<file path="src/hw/aux_mix_defines.svh">
// Register addresses, field positions and reset values for the aux bank
`ifndef AUX_MIX_DEFINES_SVH
`define AUX_MIX_DEFINES_SVH

// ----------------------------------------
// Register indices
// ----------------------------------------
`define PWR2_ADDR     8'h09
`define LMIX_ADDR     8'h5c
`define RMIX_ADDR     8'h5d

// ----------------------------------------
// Left aux mixer fields
// ----------------------------------------
`define LMIX_ENA_BIT  15
`define LMIX_LCONV    11
`define LMIX_LINMIX   8
`define LMIX_RAUX     3
`define LMIX_LOUTMIX  0
`define LMIX_MASK     16'h8909

// ----------------------------------------
// Right aux mixer fields
// ----------------------------------------
`define RMIX_ENA_BIT  15
`define RMIX_RCONV    12
`define RMIX_LCONV    11
`define RMIX_ATT      10
`define RMIX_RINMIX   9
`define RMIX_LAUX     2
`define RMIX_ROUTMIX  1
`define RMIX_LOUTMIX  0
`define RMIX_MASK     16'h9e07

// ----------------------------------------
// Power management fields
// ----------------------------------------
`define PWR2_LENA     4
`define PWR2_RENA     5
`define PWR2_MASK     16'h0030

// ----------------------------------------
// Reset values
// ----------------------------------------
`define CFG_RST       13'h0000
`define WORD_ZERO     16'h0000
`define STATUS_RST    2'h0

// ----------------------------------------
// Mixer word with the enable alone, no path selected
// ----------------------------------------
`define AUX_ENA_ONLY  16'h8000

`endif

</file>
<file path="src/hw/aux_mix_pkg.sv">
// Types shared by the aux output mixer configuration bank
package aux_mix_pkg;

  // Every stored control bit of the two aux mixers
  typedef struct packed {
    logic left_aux_enable;
    logic left_conv_to_left_aux_sel;
    logic left_inmix_to_left_aux_sel;
    logic right_aux_into_left_aux_sel;
    logic left_outmix_to_left_aux_sel;
    logic right_aux_enable;
    logic right_conv_to_right_aux_sel;
    logic left_conv_to_right_aux_sel;
    logic right_aux_attenuate;
    logic right_inmix_to_right_aux_sel;
    logic left_aux_into_right_aux_sel;
    logic right_outmix_to_right_aux_sel;
    logic left_outmix_to_right_aux_sel;
  } aux_cfg_type;

  // Status of the two outputs seen by the analogue side
  typedef struct packed {
    logic left_aux_pseudo_ground;
    logic right_aux_pseudo_ground;
  } aux_status_type;

endpackage

</file>
<file path="src/hw/aux_switch_drive.sv">
// Registered drive of the analogue switch controls for both aux outputs
`timescale 1ns/1ns
`include "aux_mix_defines.svh"

module aux_switch_drive (
  input  wire logic                   clk,
  input  wire logic                   arst_n,
  input  wire aux_mix_pkg::aux_cfg_type cfg,
  output aux_mix_pkg::aux_cfg_type    switch_ctrl,
  output aux_mix_pkg::aux_status_type status
);

  aux_mix_pkg::aux_cfg_type    sw_r;
  aux_mix_pkg::aux_cfg_type    sw_nxt;
  aux_mix_pkg::aux_status_type st_r;
  aux_mix_pkg::aux_status_type st_nxt;

  // Switch image and pseudo-ground detection
  always_comb begin
    sw_nxt = cfg;
    // Crossover path is unsupported, never close that switch
    sw_nxt.left_aux_into_right_aux_sel = 1'b0;
    // Enabled with no path selected: output drives midrail only
    st_nxt.left_aux_pseudo_ground = cfg.left_aux_enable &&
      !(cfg.left_conv_to_left_aux_sel ||
        cfg.left_inmix_to_left_aux_sel ||
        cfg.right_aux_into_left_aux_sel ||
        cfg.left_outmix_to_left_aux_sel);
    st_nxt.right_aux_pseudo_ground = cfg.right_aux_enable &&
      !(cfg.right_conv_to_right_aux_sel ||
        cfg.left_conv_to_right_aux_sel ||
        cfg.right_inmix_to_right_aux_sel ||
        cfg.left_aux_into_right_aux_sel ||
        cfg.right_outmix_to_right_aux_sel ||
        cfg.left_outmix_to_right_aux_sel);
  end

  // Output registers
  always_ff @(posedge clk or negedge arst_n) begin
    if (!arst_n) begin
      sw_r <= `CFG_RST;
      st_r <= `STATUS_RST;
    end else begin
      sw_r <= sw_nxt;
      st_r <= st_nxt;
    end
  end

  assign switch_ctrl = sw_r;
  assign status      = st_r;

endmodule

</file>
<file path="src/hw/aux_output_mixer_config_regs.sv">
// Configuration register bank for the two aux analogue outputs
`timescale 1ns/1ns
`include "aux_mix_defines.svh"

module aux_output_mixer_config_regs #(
  parameter int ADDR_W = 8,
  parameter int DATA_W = 16
) (
  input  wire logic                    clk,
  input  wire logic                    arst_n,
  input  wire logic [ADDR_W-1:0]       addr,
  input  wire logic [DATA_W-1:0]       wdata,
  input  wire logic                    wr_stb,
  input  wire logic                    rd_stb,
  output logic      [DATA_W-1:0]       rdata,
  output aux_mix_pkg::aux_cfg_type     switch_ctrl,
  output aux_mix_pkg::aux_status_type  status
);

  // ----------------------------------------
  // Storage
  // ----------------------------------------
  aux_mix_pkg::aux_cfg_type cfg_r;
  aux_mix_pkg::aux_cfg_type cfg_nxt;
  logic [DATA_W-1:0]        rdata_r;
  logic [DATA_W-1:0]        rdata_nxt;

  // Compose the read word of one register; unmapped reads zero
  function automatic logic [DATA_W-1:0] read_word(
    input logic [ADDR_W-1:0]     a,
    input aux_mix_pkg::aux_cfg_type c
  );
    logic [DATA_W-1:0] w;
    w = `WORD_ZERO;
    if (a == `LMIX_ADDR) begin
      w[`LMIX_ENA_BIT] = c.left_aux_enable;
      w[`LMIX_LCONV]   = c.left_conv_to_left_aux_sel;
      w[`LMIX_LINMIX]  = c.left_inmix_to_left_aux_sel;
      w[`LMIX_RAUX]    = c.right_aux_into_left_aux_sel;
      w[`LMIX_LOUTMIX] = c.left_outmix_to_left_aux_sel;
    end else if (a == `RMIX_ADDR) begin
      w[`RMIX_ENA_BIT] = c.right_aux_enable;
      w[`RMIX_RCONV]   = c.right_conv_to_right_aux_sel;
      w[`RMIX_LCONV]   = c.left_conv_to_right_aux_sel;
      w[`RMIX_ATT]     = c.right_aux_attenuate;
      w[`RMIX_RINMIX]  = c.right_inmix_to_right_aux_sel;
      w[`RMIX_LAUX]    = c.left_aux_into_right_aux_sel;
      w[`RMIX_ROUTMIX] = c.right_outmix_to_right_aux_sel;
      w[`RMIX_LOUTMIX] = c.left_outmix_to_right_aux_sel;
    end else if (a == `PWR2_ADDR) begin
      w[`PWR2_LENA]    = c.left_aux_enable;
      w[`PWR2_RENA]    = c.right_aux_enable;
    end
    return w;
  endfunction

  // ----------------------------------------
  // Register write decode
  // ----------------------------------------
  // Only defined field bits are taken; other write bits fall away
  always_comb begin
    cfg_nxt = cfg_r;
    if (wr_stb) begin
      if (addr == `LMIX_ADDR) begin
        cfg_nxt.left_aux_enable = wdata[`LMIX_ENA_BIT];
        cfg_nxt.left_conv_to_left_aux_sel =
          wdata[`LMIX_LCONV];
        cfg_nxt.left_inmix_to_left_aux_sel =
          wdata[`LMIX_LINMIX];
        cfg_nxt.right_aux_into_left_aux_sel =
          wdata[`LMIX_RAUX];
        cfg_nxt.left_outmix_to_left_aux_sel =
          wdata[`LMIX_LOUTMIX];
      end else if (addr == `RMIX_ADDR) begin
        cfg_nxt.right_aux_enable = wdata[`RMIX_ENA_BIT];
        cfg_nxt.right_conv_to_right_aux_sel =
          wdata[`RMIX_RCONV];
        cfg_nxt.left_conv_to_right_aux_sel =
          wdata[`RMIX_LCONV];
        cfg_nxt.right_aux_attenuate = wdata[`RMIX_ATT];
        cfg_nxt.right_inmix_to_right_aux_sel =
          wdata[`RMIX_RINMIX];
        // Stored for readback and the right pseudo-ground flag; the switch stays open
        cfg_nxt.left_aux_into_right_aux_sel = wdata[`RMIX_LAUX];
        cfg_nxt.right_outmix_to_right_aux_sel =
          wdata[`RMIX_ROUTMIX];
        cfg_nxt.left_outmix_to_right_aux_sel =
          wdata[`RMIX_LOUTMIX];
      end else if (addr == `PWR2_ADDR) begin
        cfg_nxt.left_aux_enable  = wdata[`PWR2_LENA];
        cfg_nxt.right_aux_enable = wdata[`PWR2_RENA];
      end
    end
  end

  // Configuration storage, all fields clear at reset
  always_ff @(posedge clk or negedge arst_n) begin
    if (!arst_n) begin
      cfg_r <= `CFG_RST;
    end else begin
      cfg_r <= cfg_nxt;
    end
  end

  // ----------------------------------------
  // Read path
  // ----------------------------------------
  // Read data stand only in the cycle after the strobe
  always_comb begin
    rdata_nxt = `WORD_ZERO;
    if (rd_stb) begin
      rdata_nxt = read_word(addr, cfg_r);
    end
  end

  // Read data register
  always_ff @(posedge clk or negedge arst_n) begin
    if (!arst_n) begin
      rdata_r <= `WORD_ZERO;
    end else begin
      rdata_r <= rdata_nxt;
    end
  end

  assign rdata = rdata_r;

  // ----------------------------------------
  // Analogue switch drive
  // ----------------------------------------
  aux_switch_drive u_drive (
    .clk         (clk),
    .arst_n      (arst_n),
    .cfg         (cfg_r),
    .switch_ctrl (switch_ctrl),
    .status      (status)
  );

  logic wr_l;
  logic wr_r;
  logic wr_p;
  logic rd_l;
  logic rd_r;
  logic rd_p;
  logic rd_none;
  logic wr_none;
  // Strobe decode per register index for the checks
  assign wr_l = wr_stb && (addr == `LMIX_ADDR);
  assign wr_r = wr_stb && (addr == `RMIX_ADDR);
  assign wr_p = wr_stb && (addr == `PWR2_ADDR);
  assign rd_l = rd_stb && (addr == `LMIX_ADDR);
  assign rd_r = rd_stb && (addr == `RMIX_ADDR);
  assign rd_p = rd_stb && (addr == `PWR2_ADDR);
  assign rd_none = rd_stb && !(addr == `LMIX_ADDR ||
    addr == `RMIX_ADDR || addr == `PWR2_ADDR);
  assign wr_none = wr_stb && !(addr == `LMIX_ADDR ||
    addr == `RMIX_ADDR || addr == `PWR2_ADDR);
endmodule

</file>
<file path="config.mk">
export PLATFORM = sky130hd
export DESIGN_NAME = aux_output_mixer_config_regs
export DESIGN_NICKNAME = d
export VERILOG_FILES = /design/src/hw/aux_mix_pkg.sv /design/src/hw/aux_switch_drive.sv /design/src/hw/aux_output_mixer_config_regs.sv
export VERILOG_INCLUDE_DIRS = /design/src /design/src/hw
export SDC_FILE = /design/constraint.sdc
export NUM_CORES = 1
export LEC_CHECK = 0
export ABC_AREA = 1
export BUFFER_PORTS_ARGS = -buffer_cell sky130_fd_sc_hd__buf_4
export CORE_ASPECT_RATIO = 2
export CORE_UTILIZATION = 40
export DETAILED_ROUTE_END_ITERATION = 8
export PLACE_DENSITY = 0.65
export SETUP_SLACK_MARGIN = 0.05
export SYNTH_ARGS = -nofsm -noshare
export SYNTH_HDL_FRONTEND = slang
export SYNTH_SLANG_ARGS = --single-unit
</file>
<file path="constraint.sdc">
create_clock -name clk -period 0.88 [get_ports clk]
set_input_delay 0.176 -clock clk [delete_from_list [all_inputs] [get_ports clk]]
set_output_delay 0.176 -clock clk [all_outputs]
set_load 0.02 [all_outputs]
</file>
# [Word-level counts from Yosys, hierarchy flattened]
# Cells that the tools add are included.
[totals] ff_bits=43 inputBits=28 output_inout_bits=31 word_cells=71
[classes] eq_ne=4 mux=20 bitwise=1 n_reduce_logical=18
[ops] operator="$eq 8x7->1 const B" count=2
[ops] operator="$mux 16" count=1
[ops] operator="$mux 1" count=12
[ops] operator="$mux 2" count=5
[ops] operator="$reduce_and 3->1" count=3
[ops] operator="$eq 8x4->1 const B" count=1
[ops] operator="$logic_or 1x1->1" count=8
[ops] operator="$mux 4" count=1
[ops] operator="$reduce_bool 2->1" count=2
[ops] operator="$mux 3" count=1
[ops] operator="$logic_and 1x1->1" count=2
[ops] operator="$logic_not 1->1" count=2
[ops] operator="$ne 2x2->1 const B" count=1
[ops] operator="$reduce_and 2->1" count=1
[ops] operator="$not 1->1" count=1

# [Longest topological paths before layout]
[logic_depth] ltp_word=7 mapped_depth=9 depth_no_buf=8

# [Hierarchy]
# From an unflattened synthesis, not the netlist that was laid out.
[unflattened] cells_unflattened=164 hier_area_um2=1596.5
[by_module_without_submodules] module="aux_output_mixer_config_regs" instances=1 cells_each=134 area_each_um2=1179.9 seq_area_each_um2=625.6
[by_module_without_submodules] module="aux_switch_drive" instances=1 cells_each=30 area_each_um2=416.6 seq_area_each_um2=350.3

# [Least setup slack after synthesis]
# OpenSTA, ideal clock, no wires.
[synth_timing] path_kind="input port to flip-flop" from="input addr[7]" to="register cfg_r[12] (netlist bit)" setup_ns=0.117 t_arrival_ns=0.824 t_required_ns=0.763 setup_slack_ns=-0.061 stages=9 path_buffers=1 cell_sequence="inv_1 > nand2_1 > nor2_4 > nand2_2 > buf_6 > nand2_2 > nand2_1 > nand2_1 > nand2_1"
[synth_between] elab_chain_cells=3 elab_cells_between_ends=7 classes_between="eq/ne: 4; mux: 1; reduce/logical: 2"
[synth_lines] element="start: declaration" line="aux_output_mixer_config_regs.sv:11" source="input wire logic [ADDR_W-1:0] addr,"
[synth_lines] element="$eq 8x7->1 (no line) or $eq 8x4->1 (tied branches)"
[synth_lines] element="$ne 2x2->1 (no line) or $reduce_bool 2->1 (tied branches)"
[synth_lines] element="$reduce_and 3->1 (no line)"
[synth_lines] element="end signal: assignment" line="aux_output_mixer_config_regs.sv:99" source="cfg_r <= `CFG_RST;"
[synth_lines] element="end signal: assignment" line="aux_output_mixer_config_regs.sv:101" source="cfg_r <= cfg_nxt;"
[synth_lines] element="end: declaration" line="aux_output_mixer_config_regs.sv:23" source="aux_mix_pkg::aux_cfg_type cfg_r;"
# Several ways; a longest one is shown, not always the timed one.
# A chain may end at the register's enable or synchronous reset.

# [Worst setup path in the final report]
[layout_timing] from="register u_drive.sw_r (netlist bit u_drive.switch_ctrl[7])" to="output switch_ctrl[7] (netlist bit)"
[layout_lines] element="start: declaration" line="aux_switch_drive.sv:13" source="aux_mix_pkg::aux_cfg_type sw_r;"
[layout_lines] element="start signal: assignment" line="aux_switch_drive.sv:41" source="sw_r <= `CFG_RST;"
[layout_lines] element="start signal: assignment" line="aux_switch_drive.sv:44" source="sw_r <= sw_nxt;"
[layout_lines] element="end: declaration" line="aux_output_mixer_config_regs.sv:16" source="output aux_mix_pkg::aux_cfg_type switch_ctrl,"
# No word-level cell between the ends.

==> results.md <==
* Top cells by area, synth: dfrtp_1 (64%), nand2_1 (8.6%), inv_1 (4.9%)
* Clock Tree Root: clkbuf_8
* Placed Area at 1991 um^2
* # diodes at 0
* Largest stage delay, worst path at 380 ps
* Synth top area share at 0.6399
* Unique masters post-synth at 19
* Area growth, synth to finish at 55.29%
* Worst setup margin at -101.8 ps
* Final hold vios at 0
* Post-Route WL at 3515 um
* CP cell instances: buf_6
* Crit path time final at 981.8 ps
* RSZ-0062 raised after global routing: true
* Synth Area in Compound Gates at 0.03035
* Final GP Congestion at 0.7920
* Routed wire length per instance at 13.12 um
* # port buffers at 49
* VDD IR-drop max at 1.051 mV
* Area of the core at 3646 um^2
* Status: finished, violations left
* Max cap viols at 0
* Total Power at 3.823 mW
* Clock latency on the worst-skew pair at 290 ps
* GRT Overall Usage at 0.1881
* Num ports at 59
* Most instantiated library cell after synthesis: dfrtp_1
* Clk sinks at 39
* Die Wd at 45.67 um
* Worst hold path class: in2reg
* Largest net degree at the start of global routing at 40
* GRT overflow at 0
* Yosys warnings at 0
* Post-Syn Instances at 152
* Final ANT Viol Nets at 0
* Pleak at 1.225 nW
* Clock-pin transition on the worst setup and hold timing paths at 80 ps
* Rows at 31
* Critical Path End Type: output port
* Critical-path top delay cell: dfrtp_1
* Layout cells sized above 1 at 0.4795
* Die Y at 89.33 um
* Vias/cell at 4.642
* Initial Utilization at 0.4183
* Yosys top cell by area: dfrtp_1
* Crit path DAT at 810 ps
* Yosys reg bits at 39
* Period Utilization, post-route at 1.116
* Failing checks: setup timing
* Slew Viols, Final at 0
* TritonRoute pass-1 iters at 4
* Non-filler cells, final at 268
* Mux contribution to synthesized area at 0
* Startpoint types: flip-flop
* Syn Std Cell Area at 1525 um^2
* Post-Synth Simple-Gate Area at 0.2371
* Power Density at 1614 nW/um^2
* Vias at 1244
* DRC errors left at 0
* Inst Count DP at 253
* Buf/Inv on CP at 1
* Main combinational cell family by area after synthesis: simple AND/OR/NAND/NOR gates
* DRT iter0 DRCs at 42
* Post-synth EDFFs at 0
* CTS tree: built
* Fmax at 1019 MHz
* Critical Path Fanout Max at 1
* Most frequent cells after synthesis: dfrtp_1 (39), nand2_1 (35), inv_1 (20)
* First-pass GRT wire length at 5250 um
* CTS Buf Count at 5
* Final setup vio count at 26
* Final Skew at 10.78 ps
* Top_reg_cell synth: dfrtp_1
* Die area at 4079 um^2
* Req. time, crit path at 700 ps
* Post-layout net count at 247
* Post-Synth Adder-Cell Area at 0
* Crit Path Class: reg2out
* H-tree depth at 2
* Final instance area at 2369 um^2
* Bufs on Longest Clock Path at 2
* Initial antenna violation count at 0
* Seq/Total Area, Yosys at 0.6399
* Post-synth ARST share at 1.000
* DPL Wire Length at 2514 um
* Vias in the first global route at 1248
* Mapped Avg Cell Area at 10.03 um^2
* Xor and xnor fraction of the mapped netlist area at 0
* Delay-heaviest family, CP: flip-flops
[stage by stage]
stage                     worst slack (ps)  TNS [ps]  hold slack [ps]    util
after global placement              -239.0     -4460            153.3  0.5460
after CTS                           -101.3     -2361            105.0  0.6050
final                               -101.8     -2212            95.95  0.6496
after global routing                -125.7     -2887            99.99  0.6496
after floorplan                     -20.54    -20.54           -119.6       -
after detailed placement            -292.3     -5096            164.8  0.5460
[cell families after synthesis]
family,Yosys count
compound gates,8
buf+inv,28
flops,39
other cells,1
simple gates,76
[report_power, final]
group          switching, mW  total (mW)  internal [mW]
clock network          0.572        1.40          0.830
registers             0.0514        1.92           1.87
logic                  0.273       0.499          0.226
[final cells by class]
class / instances / area (um^2)
inverter: 21 / 101.3
clock inverter: 1 / 30.03
multi-input combinational: 89 / 535.5
clock buffer: 6 / 72.57
timing repair buffer: 63 / 591.8
fill: 336 / 1277
sequential: 39 / 975.9
tap: 49 / 61.31
[per-layer routing]
layer	vias up	global-route usage	wire length, um
met2	41	0.3597	2140
met3	11	0.04242	118
met4	0	0.09917	134
met5	-	0	0
li1	599	-	-
met1	593	0.1688	1121
[sequential cells by signal (all words and copies together) (netlist names)]
signal               count
u_drive.switch_ctrl     12
rdata                   12
cfg_r                   13
u_drive.status           2
[path summary, 6_finish.rpt]
path,startpoint,end,slack [ps],cells after the start
hold reg to reg,cfg_r[11]$_DFFE_PN0P_,u_drive.switch_ctrl[11]$_DFF_PN0_,370,0
max in group asynchronous,arst_n,rdata[12]$_DFF_PN0_,260,2
hold / removal,wdata[8],cfg_r[10]$_DFFE_PN0P_,100,3
min in group asynchronous,arst_n,cfg_r[12]$_DFFE_PN0P_,360,2
setup reg to reg,cfg_r[2]$_DFFE_PN0P_,u_drive.status[0]$_DFF_PN0_,50,3
setup / recovery,u_drive.switch_ctrl[7]$_DFF_PN0_,switch_ctrl[7],-100,1
[cell usage in the layout (no fill, tap or decap), types with 2 or more instances in the layout]
| cell | instances |
|---|---|
| buf_4 | 32 |
| buf_6 | 29 |
| clkbuf_8 | 5 |
| conb_1 | 5 |
| dfrtp_1 | 39 |
| inv_1 | 12 |
| inv_2 | 6 |
| nand2_1 | 25 |
| nand2_2 | 10 |
| nand2_4 | 5 |
| nand3_1 | 6 |
| nand4_1 | 8 |
| nor2_1 | 9 |
| nor2_2 | 3 |
| nor2_4 | 5 |
| o21ai_1 | 3 |
| o22ai_1 | 2 |
[repair_timing]
action	in CTS	in global routing
pin swaps	0	17
gates resized for setup	29	36
hold buffers	1	0
buffers inserted	0	7
gates cloned	0	0
endpoints found under the hold margin	39	0
setup endpoints to repair	32	80
Note: power is estimated with default switching activity, not from simulation.
